[src/include/cfrbd_pkg.sv]
// constants and types shared by the charge fault recovery sequencer
package cfrbd_pkg;

  // =====================================================================
  // timing
  // =====================================================================
  localparam int unsigned CLK_HZ            = 250_000_000;
  localparam int unsigned CLK_PERIOD_NS     = 4;
  localparam int unsigned SINK_TIME_MS      = 1000;
  localparam int unsigned WAKE_TIME_MS      = 500;
  localparam int unsigned REMOVAL_TIME_MS   = 1000;
  localparam int unsigned BLINK_HALF_MS     = 1000;
  localparam int unsigned DEBOUNCE_NS       = 1000;
  localparam int unsigned MS_CYCLES         = CLK_HZ / 1000;
  localparam int unsigned SINK_CYCLES       = SINK_TIME_MS * MS_CYCLES;
  localparam int unsigned WAKE_CYCLES       = WAKE_TIME_MS * MS_CYCLES;
  localparam int unsigned REMOVAL_CYCLES    = REMOVAL_TIME_MS * MS_CYCLES;
  localparam int unsigned BLINK_HALF_CYCLES = BLINK_HALF_MS * MS_CYCLES;
  localparam int unsigned DEBOUNCE_CYCLES   = DEBOUNCE_NS / CLK_PERIOD_NS;
  localparam int unsigned TIMER_W           = 32;
  localparam int unsigned DEB_W             = 8;

  // =====================================================================
  // reset values
  // =====================================================================
  localparam logic        RST_STATUS        = 1'b0;
  localparam logic        RST_PWM_EN        = 1'b0;

  // =====================================================================
  // types
  // =====================================================================
  typedef logic [TIMER_W-1:0] cfrbd_count_t;

  typedef enum logic [3:0]
  {
    ST_IDLE      = 4'h0,
    ST_CHARGE    = 4'h1,
    ST_DONE      = 4'h3,
    ST_SINK      = 4'h2,
    ST_WAKE      = 4'h6,
    ST_ABSENT    = 4'h7,
    ST_REMOVAL   = 4'h5,
    ST_FLT_HIGH  = 4'h4,
    ST_FLT_LOW   = 4'hc,
    ST_OVP       = 4'hd
  } cfrbd_state_e;

endpackage : cfrbd_pkg

[src/include/cfrbd_cmp_if.sv]
// clean comparator levels passed from the conditioner to the sequencer
`timescale 1ns/1ns
interface cfrbd_cmp_if;
  logic above_recharge;
  logic below_short;
  logic over_limit;
  logic enable_n;
  logic enable_fall;

  modport source (output above_recharge, below_short, over_limit, enable_n, enable_fall);
  modport sink   (input  above_recharge, below_short, over_limit, enable_n, enable_fall);
endinterface : cfrbd_cmp_if

[src/hw/cfrbd_conditioner.sv]
// conditions the comparator and charge-enable pins
`timescale 1ns/1ns
module cfrbd_conditioner
  import cfrbd_pkg::*;
(
  // clock and reset
  input  wire logic    mclk_in,
  input  wire logic    reset_in,
  // raw pins
  input  wire logic    above_recharge_in,
  input  wire logic    below_short_in,
  input  wire logic    over_limit_in,
  input  wire logic    charge_enable_n_in,
  // clean levels
  cfrbd_cmp_if.source  cmp
);

  logic en_prev_q;

  cfrbd_debounce u_rch (.mclk_in(mclk_in), .reset_in(reset_in), .pin_in(above_recharge_in),
                        .init_in(1'b0), .level_out(cmp.above_recharge));
  cfrbd_debounce u_sc  (.mclk_in(mclk_in), .reset_in(reset_in), .pin_in(below_short_in),
                        .init_in(1'b0), .level_out(cmp.below_short));
  cfrbd_debounce u_ov  (.mclk_in(mclk_in), .reset_in(reset_in), .pin_in(over_limit_in),
                        .init_in(1'b0), .level_out(cmp.over_limit));
  cfrbd_debounce u_en  (.mclk_in(mclk_in), .reset_in(reset_in), .pin_in(charge_enable_n_in),
                        .init_in(1'b1), .level_out(cmp.enable_n));

  always_ff @(posedge mclk_in or posedge reset_in)
  begin
    if (reset_in)
      en_prev_q <= 1'b1;
    else
      en_prev_q <= cmp.enable_n;
  end

  // high-to-low edge of the clean enable
  assign cmp.enable_fall = en_prev_q & ~cmp.enable_n;

endmodule : cfrbd_conditioner

[src/hw/cfrbd_debounce.sv]
// three-flop synchroniser and stability filter for one pin
`timescale 1ns/1ns
module cfrbd_debounce
  import cfrbd_pkg::*;
(
  // clock and reset
  input  wire logic mclk_in,
  input  wire logic reset_in,
  // pin and clean level
  input  wire logic pin_in,
  input  wire logic init_in,
  output logic      level_out
);

  logic                 s1_q, s2_q, s3_q;
  logic                 s1_d, s2_d, s3_d;
  logic [DEB_W-1:0]     cnt_q, cnt_d;
  logic                 lvl_q, lvl_d;
  logic                 init_q;

  // idle level shows until the first clock, so no false enable edge
  assign level_out = init_q ? lvl_q : init_in;

  always_comb
  begin
    s1_d  = pin_in;
    s2_d  = s1_q;
    s3_d  = s2_q;
    cnt_d = cnt_q;
    lvl_d = lvl_q;
    // change counts once stage two and three agree, then must hold
    if (s2_q != s3_q || s3_q == lvl_q)
      cnt_d = '0;
    else if (cnt_q == DEB_W'(DEBOUNCE_CYCLES - 1))
    begin
      lvl_d = s3_q;
      cnt_d = '0;
    end
    else
      cnt_d = cnt_q + DEB_W'(1);
    // first clock after reset loads the pin's idle level
    if (!init_q)
      lvl_d = init_in;
  end

  always_ff @(posedge mclk_in or posedge reset_in)
  begin
    if (reset_in)
    begin
      s1_q   <= 1'b0;
      s2_q   <= 1'b0;
      s3_q   <= 1'b0;
      cnt_q  <= '0;
      lvl_q  <= 1'b0;
      init_q <= 1'b0;
    end
    else
    begin
      s1_q   <= s1_d;
      s2_q   <= s2_d;
      s3_q   <= s3_d;
      cnt_q  <= cnt_d;
      init_q <= 1'b1;
      lvl_q  <= lvl_d;
    end
  end

endmodule : cfrbd_debounce

[src/hw/cfrbd_sequencer.sv]
// charge fault recovery and battery-absent detection sequencer
// Contract
// - fault above recharge level waits for a fall below it, then runs detection
// - power-on reset or enable toggle clears a timer fault at any voltage
// - fault below recharge level turns on the removal probe current
// - probe switched off when voltage rises above recharge; then high-fault path
// - overvoltage stops the converter and both status outputs at once
// - overvoltage fault clears when voltage is down to recharge level, or on an enable toggle
// - fall to recharge level after fast charge starts the detection test
// - discharge sink for a fixed time, then sample below short threshold
// - wake current for a fixed time, then sample above recharge threshold
// - both checks pass: report battery absent on status outputs
// - either check fails: start a new charge cycle
// - crossing recharge while charging ends charge, enables removal sink
// - timer faults blink first status at slow rate, second stays off
// - enable falling edge resets timers and faults; high level stops charging
`timescale 1ns/1ns
module cfrbd_sequencer
  import cfrbd_pkg::*;
#(
  parameter cfrbd_count_t SINK_CYC    = cfrbd_count_t'(SINK_CYCLES),
  parameter cfrbd_count_t WAKE_CYC    = cfrbd_count_t'(WAKE_CYCLES),
  parameter cfrbd_count_t REMOVAL_CYC = cfrbd_count_t'(REMOVAL_CYCLES),
  parameter cfrbd_count_t BLINK_CYC   = cfrbd_count_t'(BLINK_HALF_CYCLES)
)
(
  // clock and reset
  input  wire logic mclk_in,
  input  wire logic reset_in,
  // comparator pins
  input  wire logic above_recharge_in,
  input  wire logic below_short_in,
  input  wire logic over_limit_in,
  // control
  input  wire logic charge_enable_n_in,
  input  wire logic timer_fault_in,
  input  wire logic charge_done_in,
  // converter and current sources
  output logic      pwm_enable_out,
  output logic      probe_current_out,
  output logic      absent_test_sink_out,
  output logic      wake_current_out,
  output logic      removal_sink_out,
  // status, open-drain, enable low means pin pulled on
  output logic      status_output_first_oe_n_out,
  output logic      status_output_second_oe_n_out,
  output logic      timer_fault_flag_out,
  output logic      absent_flag_out
);

  // =====================================================================
  // conditioning
  // =====================================================================
  cfrbd_cmp_if cmp ();

  cfrbd_conditioner u_cond
  (
    .mclk_in            (mclk_in),
    .reset_in           (reset_in),
    .above_recharge_in  (above_recharge_in),
    .below_short_in     (below_short_in),
    .over_limit_in      (over_limit_in),
    .charge_enable_n_in (charge_enable_n_in),
    .cmp                (cmp.source)
  );

  // =====================================================================
  // state and timers
  // =====================================================================
  cfrbd_state_e state_q, state_d;
  cfrbd_count_t tmr_q, tmr_d;
  cfrbd_count_t blk_q, blk_d;
  logic         blink_q, blink_d;
  logic         sink_ok_q, sink_ok_d;
  logic         pwm_q, pwm_d;
  logic         probe_q, probe_d;
  logic         sink_q, sink_d;
  logic         wake_q, wake_d;
  logic         rem_q, rem_d;
  logic         st1_q, st1_d;
  logic         st2_q, st2_d;
  logic         tflt_q, tflt_d;
  logic         abs_q, abs_d;

  function automatic logic expired(input cfrbd_count_t t, input cfrbd_count_t lim);
    expired = (t >= lim - cfrbd_count_t'(1));
  endfunction : expired

  // both timer fault states drive the same flag and blink
  function automatic logic in_fault(input cfrbd_state_e s);
    in_fault = (s == ST_FLT_LOW) || (s == ST_FLT_HIGH);
  endfunction : in_fault

  always_comb
  begin
    state_d   = state_q;
    tmr_d     = tmr_q + cfrbd_count_t'(1);
    sink_ok_d = sink_ok_q;
    case (state_q)
      ST_IDLE:
      begin
        tmr_d = '0;
        if (!cmp.enable_n)
          state_d = ST_CHARGE;
      end
      ST_CHARGE:
      begin
        if (timer_fault_in)
          state_d = cmp.above_recharge ? ST_FLT_HIGH : ST_FLT_LOW;
        else if (charge_done_in)
          state_d = ST_DONE;
        else if (cmp.above_recharge)
        begin
          state_d = ST_REMOVAL;
          tmr_d   = '0;
        end
      end
      ST_REMOVAL:
        if (expired(tmr_q, REMOVAL_CYC))
        begin
          state_d = cmp.above_recharge ? ST_DONE : ST_SINK;
          tmr_d   = '0;
        end
      ST_DONE:
        if (!cmp.above_recharge)
        begin
          state_d = ST_SINK;
          tmr_d   = '0;
        end
      ST_SINK:
        if (expired(tmr_q, SINK_CYC))
        begin
          sink_ok_d = cmp.below_short;
          state_d   = ST_WAKE;
          tmr_d     = '0;
        end
      ST_WAKE:
        if (expired(tmr_q, WAKE_CYC))
        begin
          if (sink_ok_q && cmp.above_recharge)
            state_d = ST_ABSENT;
          else
            state_d = ST_CHARGE;
          tmr_d = '0;
        end
      ST_ABSENT:
        if (!cmp.above_recharge)
        begin
          state_d = ST_SINK;
          tmr_d   = '0;
        end
      ST_FLT_LOW:
        if (cmp.above_recharge)
          state_d = ST_FLT_HIGH;
      ST_FLT_HIGH:
        if (!cmp.above_recharge)
        begin
          state_d = ST_SINK;
          tmr_d   = '0;
        end
      ST_OVP:
        if (!cmp.above_recharge)
        begin
          state_d = ST_SINK;
          tmr_d   = '0;
        end
      default:
        state_d = ST_IDLE;
    endcase

    // overvoltage beats everything except enable
    if (cmp.over_limit)
      state_d = ST_OVP;
    if (cmp.enable_n)
      state_d = ST_IDLE;
    else if (cmp.enable_fall)
    begin
      state_d = ST_CHARGE;
      tmr_d   = '0;
    end
  end

  // =====================================================================
  // state register
  // =====================================================================
  // phase timer counts up every cycle outside ST_IDLE, where it holds zero; sink result changes only with the state
  always_ff @(posedge mclk_in or posedge reset_in)
  begin
    if (reset_in)
    begin
      state_q   <= ST_IDLE;
      tmr_q     <= '0;
      sink_ok_q <= 1'b0;
    end
    else
    begin
      state_q   <= state_d;
      tmr_q     <= tmr_d;
      sink_ok_q <= sink_ok_d;
    end
  end

  // =====================================================================
  // slow blink divider for fault indication
  // =====================================================================
  // free-running, so a fault starts blinking in whatever phase it finds
  // one toggle per BLINK_CYC cycles gives the slow on/off rate
  always_comb
  begin
    blk_d   = blk_q + cfrbd_count_t'(1);
    blink_d = blink_q;
    if (expired(blk_q, BLINK_CYC))
    begin
      blk_d   = '0;
      blink_d = ~blink_q;
    end
  end

  always_ff @(posedge mclk_in or posedge reset_in)
  begin
    if (reset_in)
    begin
      blk_q   <= '0;
      blink_q <= 1'b0;
    end
    else
    begin
      blk_q   <= blk_d;
      blink_q <= blink_d;
    end
  end

  // =====================================================================
  // output flops, decoded from the next state
  // =====================================================================
  // currents and flags follow the next state, so they change with it
  // status flops hold the pin enables: low pulls the pin on
  always_comb
  begin
    pwm_d   = (state_d == ST_CHARGE);
    probe_d = (state_d == ST_FLT_LOW);
    sink_d  = (state_d == ST_SINK);
    wake_d  = (state_d == ST_WAKE);
    rem_d   = (state_d == ST_REMOVAL);
    tflt_d  = in_fault(state_d);
    abs_d   = (state_d == ST_ABSENT);
    st2_d   = (state_d != ST_DONE);
    if (state_d == ST_CHARGE)
      st1_d = 1'b0;
    else if (in_fault(state_d))
      st1_d = ~blink_d;
    else
      st1_d = 1'b1;
  end

  // pins start released, all sources off
  always_ff @(posedge mclk_in or posedge reset_in)
  begin
    if (reset_in)
    begin
      pwm_q   <= RST_PWM_EN;
      probe_q <= 1'b0;
      sink_q  <= 1'b0;
      wake_q  <= 1'b0;
      rem_q   <= 1'b0;
      st1_q   <= ~RST_STATUS;
      st2_q   <= ~RST_STATUS;
      tflt_q  <= 1'b0;
      abs_q   <= 1'b0;
    end
    else
    begin
      pwm_q   <= pwm_d;
      probe_q <= probe_d;
      sink_q  <= sink_d;
      wake_q  <= wake_d;
      rem_q   <= rem_d;
      st1_q   <= st1_d;
      st2_q   <= st2_d;
      tflt_q  <= tflt_d;
      abs_q   <= abs_d;
    end
  end

  // =====================================================================
  // outputs
  // =====================================================================
  assign pwm_enable_out                = pwm_q;
  assign probe_current_out             = probe_q;
  assign absent_test_sink_out          = sink_q;
  assign wake_current_out              = wake_q;
  assign removal_sink_out              = rem_q;
  assign status_output_first_oe_n_out  = st1_q;
  assign status_output_second_oe_n_out = st2_q;
  assign timer_fault_flag_out          = tflt_q;
  assign absent_flag_out               = abs_q;

endmodule : cfrbd_sequencer

[config.mk]
export PLATFORM = sky130hd
export DESIGN_NAME = cfrbd_sequencer
export DESIGN_NICKNAME = d
export VERILOG_FILES = /design/src/include/cfrbd_pkg.sv /design/src/include/cfrbd_cmp_if.sv /design/src/hw/cfrbd_conditioner.sv /design/src/hw/cfrbd_debounce.sv /design/src/hw/cfrbd_sequencer.sv
export SDC_FILE = /design/constraint.sdc
export NUM_CORES = 1
export LEC_CHECK = 0
export BUFFER_PORTS_ARGS = -buffer_cell sky130_fd_sc_hd__buf_2
export CAP_MARGIN = 20
export CORE_ASPECT_RATIO = 0.5
export CORE_MARGIN = 3
export CORE_UTILIZATION = 40
export CTS_CLUSTER_SIZE = 25
export DETAILED_ROUTE_END_ITERATION = 16
export PLACE_DENSITY_LB_ADDON = 0.12
export SLEW_MARGIN = 20
export SYNTH_ARGS = -nofsm -noshare
export SYNTH_HDL_FRONTEND = slang
export SYNTH_SLANG_ARGS = --single-unit
[constraint.sdc]
create_clock -name mclk_in -period 11.8 [get_ports mclk_in]
set_input_delay 1.18 -clock mclk_in [delete_from_list [all_inputs] [get_ports mclk_in]]
set_output_delay 1.18 -clock mclk_in [all_outputs]
set_load 0.01 [all_outputs]
# Word-level counts from Yosys, hierarchy flattened
# Index checks and enable logic that the tools add are counted.
# totals
register_bits	129
output_inout_bits	9
input_bits	8
word_cells	152
# classes
muxes	52
bitwise	4
order_cmp	3
addsub	6
n_reduce_logical	14
eq_ne	37
# op_table
operator	count
32-bit 2-to-1 mux	9
32-bit one-hot mux with 5 select lines	1
32-bit by 1-bit adder with 32-bit output (second input constant)	2
32-bit by 28-bit >= comparator with 1-bit output (second input constant)	2
8-bit 2-to-1 mux	8
4-bit 2-to-1 mux	12
8-bit by 1-bit adder with 8-bit output (second input constant)	4
4-bit by 3-bit equality test with 1-bit output (second input constant)	8
8-bit equality test (second input constant)	4
32-bit by 27-bit >= comparator with 1-bit output (second input constant)	1
4-bit one-hot mux with 7 select lines	1
1-bit 2-to-1 mux	20
2-bit inequality test (second input constant)	7
4-bit by 2-bit equality test with 1-bit output (second input constant)	3
4-bit equality test (second input constant)	3
2-bit AND reduction	5
4-bit by 1-bit equality test with 1-bit output (second input constant)	2
1-bit logical OR	5
1-bit equality test	4
4-bit logical NOT	1
1-bit inequality test	4
4-bit by 2-bit inequality test with 1-bit output (second input constant)	1
4-bit OR reduction	1
3-bit 2-to-1 mux	1
5 further kinds	7

# Longest topological paths before layout
# Gate-level depths: netlist of the first run.
# logic_depth
word_depth	12
ltp_mapped	9
mapped_depth_nobuf	9

# Modules after synthesis
# Synthesis of the first run repeated with hierarchy kept, for this count alone.
# unflattened
cells_unflattened	659
hier_area_um2	6470.0
# modules_own_cells
mod	instances	area_per_inst_um2	seq_area_each_um2	cells_per_inst
cfrbd_sequencer	1	4001.3	1979.4	430
cfrbd_debounce	4	604.3	325.3	56
cfrbd_conditioner	1	51.3	26.3	5

# Least setup slack after synthesis of the first run
# Ideal clock, no wire load.
# synth_timing
path_type	input to register
start	in charge_done_in
end	reg abs_q (netlist: absent_flag_out)
setup_time_ns	0.120
required_ns	11.680
stages	7
n_path_buf	0
t_arrival_ns	2.378
path_slack_ns	9.302
path_cell_list	nor3b_1 -> o21ai_0 -> o221a_2 -> nor2_1 -> o41ai_4 -> nor2b_1 -> and3_1
# synth_between
elab_chain_cells	7
# synth_rtl
element	line	rtl
from (decl)	cfrbd_sequencer.sv:37	input wire logic charge_done_in,
4-bit 2-to-1 mux	cfrbd_sequencer.sv:110	else if (charge_done_in)
4-bit 2-to-1 mux	cfrbd_sequencer.sv:108	if (timer_fault_in)
4-bit one-hot mux with 7 select lines	cfrbd_sequencer.sv:99	case (state_q)
4-bit 2-to-1 mux	cfrbd_sequencer.sv:172	if (cmp.over_limit)
4-bit 2-to-1 mux	cfrbd_sequencer.sv:176	else if (cmp.enable_fall)
4-bit 2-to-1 mux	cfrbd_sequencer.sv:174	if (cmp.enable_n)
4-bit by 3-bit equality test with 1-bit output	cfrbd_sequencer.sv:246	abs_d = (state_d == ST_ABSENT);
named net abs_d	cfrbd_sequencer.sv:83	logic abs_q, abs_d;
to (signal assigned)	cfrbd_sequencer.sv:281	abs_q <= abs_d;
to (decl)	cfrbd_sequencer.sv:83	
# The timed path passes the listed nets, and every way through them passes these cells.
# A chain may end at the register's enable or synchronous reset.

# Worst setup path in the final report of the first run
# layout_timing
start	reg tmr_q[0]
end	reg abs_q (netlist: absent_flag_out)
# layout_between
elab_chain_cells	7
word_cells_on_any_way	10
classes_between	order compare (2); eq/ne (1); mux (7)
# layout_rtl
element	line	rtl
from (decl)	cfrbd_sequencer.sv:71	cfrbd_count_t tmr_q, tmr_d;
from (signal assigned)	cfrbd_sequencer.sv:198	tmr_q <= tmr_d;
32-bit by 27-bit >= comparator with 1-bit output or 32-bit by 28-bit >= comparator with 1-bit output (tied branches)	cfrbd_sequencer.sv:86	expired = (t >= lim - cfrbd_count_t'(1));
4-bit 2-to-1 mux, on equally long branches	cfrbd_sequencer.sv:138, cfrbd_sequencer.sv:119, cfrbd_sequencer.sv:131	
4-bit one-hot mux with 7 select lines *	cfrbd_sequencer.sv:99	
4-bit 2-to-1 mux *	cfrbd_sequencer.sv:172	
4-bit 2-to-1 mux *	cfrbd_sequencer.sv:176	
4-bit 2-to-1 mux *	cfrbd_sequencer.sv:174	
4-bit by 3-bit equality test with 1-bit output *	cfrbd_sequencer.sv:246	
named net abs_d	cfrbd_sequencer.sv:83	
# The timed path passes the listed nets; every way through them passes the cells marked *.

==> summary.md, run 1 <==
| Metric | Value |
|---|---|
| Core ar. | 15000 sq um |
| Hold_buf cts | 0 |
| Via Count | 4443 |
| Synth Area in Adders | 1.97% |
| Maximum vdd drop | 0.0908 mV |
| Vias in the first global route | 4277 |
| Min Tclk post-route | 2760 ps |
| Mapped Cells | 650 |
| Leak pwr | 3.04 nW |
| Port bufs | 16 |
| Final ANT Viol Nets | 0 |
| Share of async-settable or async-resettable flops after synthesis | 100% |
| Critical Path RT | 12100 ps |
| DRT iter0 DRCs | 330 |
| Most used DFF post-synth | dfrtp_1 |
| Crit path launch | tmr_q[0] |
| First-pass GRT wire length | 20700 um |
| Post-CTS sizing | 0 |
| Layout area overhead | 13.4% |
| Synth Area in XOR/XNOR | 10.9% |
| Worst setup SP type | register |
| Cell family with most CP delay | compound AO/OA/AOI/OAI gates |
| CTS sink cnt | 129 |
| Fmax | 362 MHz |
| HP Class | reg -> reg |
| Max Clock Skew | 5.04 ps |
| Post-Syn Area | 6350 sq um |
| Wl on met1 | 6130 um |
| Die width | 184 um |
| Mux cell area share after synthesis | 0.158% |
| Final setup vio count | 0 |
| Largest net degree at the start of global routing | 74 |
| WP depth | 8 |
| Post-CTS setup buffers | 0 |
| Fin. Hold Viols | 0 |
| DRC Markers | 0 |
| # rows | 31 |
| Max stage delay on crit path | 600 ps |
| DIE AREA | 17500 sq um |
| I/O pin total | 17 |
| Worst Path Max Fanout | 7 |
| Metal3 WL | 323 um |
| FF-to-FF Start | tmr_q[0] |
| DRT Pass-1 Iters | 6 |
| Detailed-route wire length per cell | 13.3 um |
| Total GRT Usage | 14.7% |
| Pre-CTS WS | 9000 ps |
| Critical path endpoint | absent_flag_out |
| Share of post-route cells with drive strength above 1 | 10.9% |
| Clk_lat worst skew | 410 ps |
| Post-route worst setup slack | 9040 ps |
| CTS tree | yes |
| GR Overflow Total | 0 |
| CP bufs+invs | 0 |
| Worst Tran Pin Value | 874 ps |
| Final Core Density | 48.0% |
| Vias per cell | 5.02 |
| Final wirelength | 11800 um |
| CTS root buf | clkbuf_16 |
| Worst Setup Path Type | reg -> reg |
| # nets final | 692 |
| R2R Setup Slk | 9040 ps |
| Reg2Reg Depth | 8 |
| Crit path DAT | 3060 ps |
| FF+latch count, synth | 129 |
| Synth warn | 0 |
| Overall Power | 0.994 mW |
| Max layer used | met4 |
| Cell Pwr Density | 138 nW/um^2 |
| Met2 wire len | 5170 um |
| FF-to-FF End | absent_flag_out |
| CTS H-Tree Depth | 4 |
| Routability cong. | 0.799 |
| Setup_tns | 0 ps |
| Initial Util | 42.3% |
| HPWL after DPL | 7830 um |
| Post-synth EDFFs | 0 |
| CP Capture Type | register |
| Compound-Gate Fraction of Synth Area | 8.64% |
| RSZ-0062 raised after global routing | false |
| Synth Area in Simple Gates | 24.4% |
| Slew Viols, Final | 0 |
| Slowest CP cell | o41ai_4 |
| Max Cap Violations | 0 |
| Reg clk slew, reported paths | 60 ps |
| Initial antenna violation count | 0 |
| Status | complete, no violations |
| Yosys cell types | 69 |
| Die Height | 95.1 um |
| Total CTS buffers | 17 |
| Period utilization | 23.4% |
| Post-synthesis sequential area ratio | 50.9% |
| ANT cells | 0 |
| Synth Area per Inst | 9.78 sq um |
| Main combinational cell family by area after synthesis | simple AND/OR/NAND/NOR gates |
| CP Cell Sequence | ha_1 > and3_4 > a31oi_1 > o41ai_2 > a31oi_2 > o41ai_4 > nor2b_1 > and3_1 |
| Rel. slew slack | 41.7% |
| Longest Clk Path Bufs | 2 |
[final cells by class]
type / count / area, sq um
clock inverters: 15 / 160
fillers: 1407 / 7800
inverters: 26 / 105
flip-flops and latches: 129 / 3230
repair buffers: 17 / 87.6
clock buffers: 17 / 425
well taps: 198 / 248
multi-input cells: 483 / 2950
[per-layer routing]
layer | global-route usage (%) | up-vias
met5 | 0 | -
met4 | 4.34 | 0
met3 | 4.12 | 9
met2 | 22.7 | 46
met1 | 20.5 | 2129
li1 | - | 2259
[worst register-to-register path, stage by stage, from the launching register on]
cell and delay (ps):
dfrtp_1 380, ha_1 210, and3_4 220, a31oi_1 120, o41ai_2 550, a31oi_2 250
o41ai_4 600, nor2b_1 120, and3_1 200
[per-stage QoR]
stage	hold WS (ps)	cell area, sq um	cells
after global routing	362	7210	885
after CTS	348	7210	885
after global placement	332	6620	853
final	347	7210	885
after floorplan	331	6370	653
after detailed placement	335	6620	853
[layout by cell type, fill, tap and decap left out, types with 3 or more instances in the layout]
| cell | synthesis | final |
|---|---|---|
| clkinv_2 | 0 | 3 |
| nor3_1 | 16 | 16 |
| and3_1 | 18 | 18 |
| or3_1 | 3 | 3 |
| a21boi_0 | 3 | 3 |
| or4_1 | 5 | 5 |
| a31oi_1 | 3 | 3 |
| nor4_1 | 5 | 5 |
| conb_1 | 2 | 5 |
| nand3_1 | 40 | 40 |
| xor2_1 | 48 | 48 |
| nor2_1 | 125 | 125 |
| ha_1 | 10 | 10 |
| clkbuf_16 | 0 | 17 |
| o31ai_1 | 3 | 3 |
| clkinvlp_4 | 0 | 4 |
| nand2_1 | 61 | 61 |
| xnor2_1 | 31 | 31 |
| o21ai_0 | 24 | 24 |
| buf_2 | 1 | 16 |
| inv_1 | 24 | 23 |
| nand4_1 | 11 | 11 |
| nor2b_1 | 5 | 5 |
| a211oi_1 | 3 | 3 |
| and2_1 | 3 | 3 |
| clkinv_4 | 1 | 4 |
| a21oi_1 | 6 | 6 |
| dfrtp_1 | 126 | 126 |
| and4_1 | 7 | 7 |
| dfstp_2 | 3 | 3 |
| nand2b_1 | 4 | 4 |
[power by group]
part | internal (mW) | switching (mW)
clock | 0.313 | 0.208
combinational | 0.00512 | 0.0147
sequential | 0.448 | 0.00510
[flip-flops by register name (all words and copies together) (netlist names), 4 cells and up]
| name | count |
|---|---|
| state_q | 4 |
| u_cond.u_ov.cnt_q | 8 |
| tmr_q | 32 |
| u_cond.u_sc.cnt_q | 8 |
| blk_q | 32 |
| u_cond.u_en.cnt_q | 8 |
| u_cond.u_rch.cnt_q | 8 |
[worst min-delay path by stage]
| stage | start | end | slack, ps | depth (start not counted) |
|---|---|---|---|---|
| final | u_cond.u_ov.s1_q | u_cond.u_ov.s2_q | 350 | 0 |
| after global routing | u_cond.u_en.s1_q | u_cond.u_en.s2_q | 360 | 0 |
| after CTS | u_cond.u_ov.s1_q | u_cond.u_ov.s2_q | 350 | 0 |
| after detailed placement | u_cond.u_ov.s1_q | u_cond.u_ov.s2_q | 330 | 0 |
| after global placement | u_cond.u_rch.s1_q | u_cond.u_rch.s2_q | 330 | 0 |
| after floorplan | u_cond.u_en.s1_q | u_cond.u_en.s2_q | 330 | 0 |
[kinds of logic (layout without fill, tap and decap cells)]
group	count (synthesis)	count (layout)
adder cells (fa/ha/maj)	10	10
flip-flops	129	129
multiplexers	1	1
XOR/XNOR	79	79
buffers and inverters	41	75
AO/OA/AOI/OAI	68	68
AND/OR/NAND/NOR	320	320
other	2	5
[Yosys cell counts (all sizes together), types with 2 or more instances]
| cell | count | area share [%] |
|---|---|---|
| or3 | 3 | 0.30 |
| o41ai | 2 | 0.69 |
| xor2 | 48 | 6.6 |
| nand2 | 61 | 3.6 |
| ha | 10 | 2.0 |
| nand3 | 40 | 3.2 |
| nand2b | 5 | 0.61 |
| clkbuf | 10 | 0.59 |
| dfrtp | 126 | 50 |
| or4 | 7 | 0.95 |
| and3 | 19 | 1.9 |
| nor2 | 125 | 7.4 |
| dfstp | 3 | 1.2 |
| a21oi | 6 | 0.47 |
| nor3 | 19 | 1.8 |
| conb | 2 | 0.12 |
| nor2b | 5 | 0.49 |
| nor4 | 5 | 0.49 |
| or2 | 2 | 0.20 |
| a211oi | 3 | 0.35 |
| nor3b | 2 | 0.24 |
| inv | 25 | 1.5 |
| and2 | 4 | 0.39 |
| and4 | 8 | 1.1 |
| a31oi | 6 | 1.2 |
| buf | 5 | 0.73 |
| o31ai | 3 | 0.35 |
| a21boi | 3 | 0.35 |
| a311oi | 3 | 0.51 |
| nand4 | 11 | 1.1 |
| a2111o | 2 | 0.35 |
| xnor2 | 31 | 4.3 |
| o21ai | 25 | 2.0 |
| o211ai | 2 | 0.24 |
Note: power is estimated with default switching activity, not from simulation.
==> run 2: changes to the inputs <==
==> constraint.sdc (replaced) <==
create_clock -name mclk_in -period 2.5 [get_ports mclk_in]
set_input_delay 0.25 -clock mclk_in [delete_from_list [all_inputs] [get_ports mclk_in]]
set_output_delay 0.25 -clock mclk_in [all_outputs]
set_load 0.01 [all_outputs]
==> run 2 against run 1 <==
Compared with the run above:
- sequential power grew to 4.7 times the previous value
- routed wire length grew 7.7%
- design area grew 5.0%
- combinational power grew to 5.6 times the previous value
- clock skew grew 8.5 ps
- fmax grew 13%
- non-clock buffer count grew 28
- critical path depth grew 1
- total power grew to 4.8 times the previous value
- sequential share of layout area shrank 2.2 points
- largest power group unchanged
==> summary.md, run 2 (synthesis results as in run 1) <==
| Metric | Value |
|---|---|
| Port bufs | 16 (unchanged) |
| Pre-CTS WS | -64.8 ps (-9070 ps) |
| Max Clock Skew | 13.5 ps (+8.46 ps) |
| HP Class | reg -> reg |
| Detailed-route wire length per cell | 13.8 um (+4.2%) |
| FF-to-FF End | absent_flag_out |
| Rel. slew slack | 42.4% (+0.70 points) |
| Status | complete, no violations |
| Leak pwr | 3.26 nW (+7.2%) |
| Vias per cell | 5.01 (-0.25%) |
| Crit path launch | tmr_q[18] |
| Worst Setup Path Type | reg -> reg |
| Reg clk slew, reported paths | 70 ps (about the same) |
| Reg2Reg Depth | 9 (+1) |
| GR Overflow Total | 0 (unchanged) |
| # rows | 31 (unchanged) |
| Worst Tran Pin Value | 864 ps (-10.4 ps) |
| Routability cong. | 0.792 (-0.86%) |
| Initial antenna violation count | 0 (unchanged) |
| Cell Pwr Density | 629 nW/um^2 (+360%) |
| Setup_tns | 0 ps (unchanged) |
| CP Cell Sequence | buf_4 > a2111o_1 > nor4_4 > o41ai_4 > buf_4 > a31oi_4 > a31oi_4 > nor2b_1 > and3_1 |
| R2R Setup Slk | 40 ps (-8990 ps) |
| Worst setup SP type | register |
| Maximum vdd drop | 0.419 mV (+360%) |
| Regs by FF count | blk_q: 32 flops, tmr_q: 32 flops |
| Switch Pwr | 1.11 mW (+380%) |
| Metal3 WL | 328 um (+1.5%) |
| I/O pin total | 17 (unchanged) |
| Fill cells | 1389 (-1.3%) |
| DIE AREA | 17500 sq um (unchanged) |
| Longest Clk Path Bufs | 2 (unchanged) |
| Fin. Hold Viols | 0 (unchanged) |
| DRC Markers | 0 (unchanged) |
| CP bufs+invs | 2 (+2) |
| Total CTS buffers | 17 (unchanged) |
| Crit path DAT | 2760 ps (-300 ps) |
| Slowest CP cell | a2111o_1 |
| Die width | 184 um (unchanged) |
| Share of post-route cells with drive strength above 1 | 14.4% (+3.4 points) |
| CTS H-Tree Depth | 4 (unchanged) |
| Wl on met1 | 6640 um (+8.3%) |
| HPWL after DPL | 8200 um (+4.8%) |
| Commonest non-fill, non-tap cell in the layout | dfrtp_1 |
| Register Area | 3230 sq um (unchanged) |
| Core ar. | 15000 sq um (unchanged) |
| Vias in the first global route | 4538 (+6.1%) |
| Final Non-Filler Cells | 915 (+3.4%) |
| Total GRT Usage | 15.2% (+0.43 points) |
| HP Start | u_cond.u_ov.s1_q |
| Seq pwr share | 44.9% (-0.7 points) |
| Dpl cells | 876 (+2.7%) |
| Initial Util | 42.3% (unchanged) |
| Clk_lat worst skew | 410 ps (about the same) |
| Min Tclk post-route | 2460 ps (-309 ps) |
| FF-to-FF Start | tmr_q[18] |
| Gate power share | 2.3% (+0.3 points) |
| CTS tree | yes |
| Post-CTS setup buffers | 0 (unchanged) |
| Die Height | 95.1 um (unchanged) |
| Final wirelength | 12700 um (+7.7%) |
| Final Core Density | 50.4% (+2.4 points) |
| Via Count | 4582 (+3.1%) |
| Slew Viols, Final | 0 (unchanged) |
| First-pass GRT wire length | 21400 um (+3.5%) |
| CTS root buf | clkbuf_16 |
| Layout area overhead | 19.1% |
| Met2 wire len | 5650 um (+9.2%) |
| Fmax | 407 MHz (+13%) |
| Area of the multi-input gates | 3050 sq um (+3.4%) |
| # nets final | 722 (+4.3%) |
| Max stage delay on crit path | 390 ps (-210 ps) |
| Switching share of total power | 23.2% (+0.27 points) |
| Hold Path Cell Cnt | 0 (unchanged) |
| Cell family with most CP delay | compound AO/OA/AOI/OAI gates |
| Critical Path RT | 2810 ps (-9290 ps) |
| P_int | 3.66 mW (+380%) |
| RSZ-0062 raised after global routing | true |
| Worst Path Max Fanout | 5 (-2) |
| DRT iter0 DRCs | 252 (-24%) |
| Hold EP | u_cond.u_ov.s2_q |
| Final setup vio count | 0 (unchanged) |
| Clock network fraction of design power | 52.8% (+0.4 points) |
| ANT cells | 0 (unchanged) |
| DRT Pass-1 Iters | 4 (-2) |
| Largest net degree at the start of global routing | 50 (-32%) |
| Post-route worst setup slack | 44.6 ps (-8990 ps) |
| Commonest non-fill, non-tap cells in the layout | dfrtp_1 (126), nor2_1 (125), nand2_1 (60), xor2_1 (48), nand3_1 (40) |
| CTS sink cnt | 129 (unchanged) |
| Final ANT Viol Nets | 0 (unchanged) |
| CP Capture Type | register |
| Max layer used | met4 |
| Max Cap Violations | 0 (unchanged) |
| Period utilization | 98.2% (+75 points) |
run 2: cell count changes in the layout (fill, tap and decap cells not counted), moves of 2 or more:
cell / change
a32o_4: +2
inv_8: +2
dlygate4sd3_1: +5
nor4_1: -2
clkinv_2: -3
buf_12: +2
inv_6: +2
buf_4: +21
run 2: repair_timing:
action | 4_1_cts | 5_1_grt
gates resized for setup | 1 | 10
hold buffers | 5 | 0
endpoints found under the hold margin | 27 | 0
cloned | 0 | 2
endpoints found under the setup margin | 1 | 41
pin swaps | 1 | 4
run 2: worst reg2reg max path: stages (launching register included):
cell,delay (ps)
dfrtp_1,380
buf_4,160
a2111o_1,390
nor4_4,330
o41ai_4,180
buf_4,180
a31oi_4,250
a31oi_4,140
nor2b_1,160
and3_1,200
run 2: final cells by class:
cell class | count | share of cell area [%]
Sequential cell | 129 | 42.7
Clock inverter | 14 | 2.25
Inverter | 26 | 1.41
Multi-Input combinational cell | 485 | 40.3
Timing Repair Buffer | 45 | 4.43
Clock buffer | 18 | 5.67
Tap cell | 198 | 3.27
run 2: per-layer routing:
layer / vias to the layer above / GRT usage (%)
li1: 2320 / -
met1: 2216 / 20.5
met2: 44 / 24.0
met3: 2 / 4.34
met4: 0 / 4.34
met5: - / 0
run 2: through the flow:
stage / hold WS (ps) / power (mW) / area, sq um
CTS: 353 / 4.84 / 7470
floorplan: 281 / 2.24 / 6370
finish: 349 / 4.76 / 7570
detailed placement: 339 / 2.28 / 6820
global route: 355 / 4.96 / 7570
global placement: 333 / 2.28 / 6820
run 2: how the worst max path moves through the flow:
stage	to	cells past startpoint	slack, ps
after global routing	absent_flag_out	9	-30
after detailed placement	absent_flag_out	8	-60
after CTS	absent_flag_out	8	3
after global placement	absent_flag_out	8	30
final	absent_flag_out	9	40
after floorplan	absent_flag_out	8	120
run 2: power by group through the flow:
| stage | Combinational, mW | Sequential (mW) | Clock (mW) |
|---|---|---|---|
| after floorplan | 0.0691 | 2.17 | 0 |
| after global placement | 0.108 | 2.17 | 0 |
| after detailed placement | 0.110 | 2.17 | 0 |
| after CTS | 0.117 | 2.14 | 2.59 |
| after global routing | 0.131 | 2.14 | 2.69 |
| final | 0.110 | 2.14 | 2.52 |
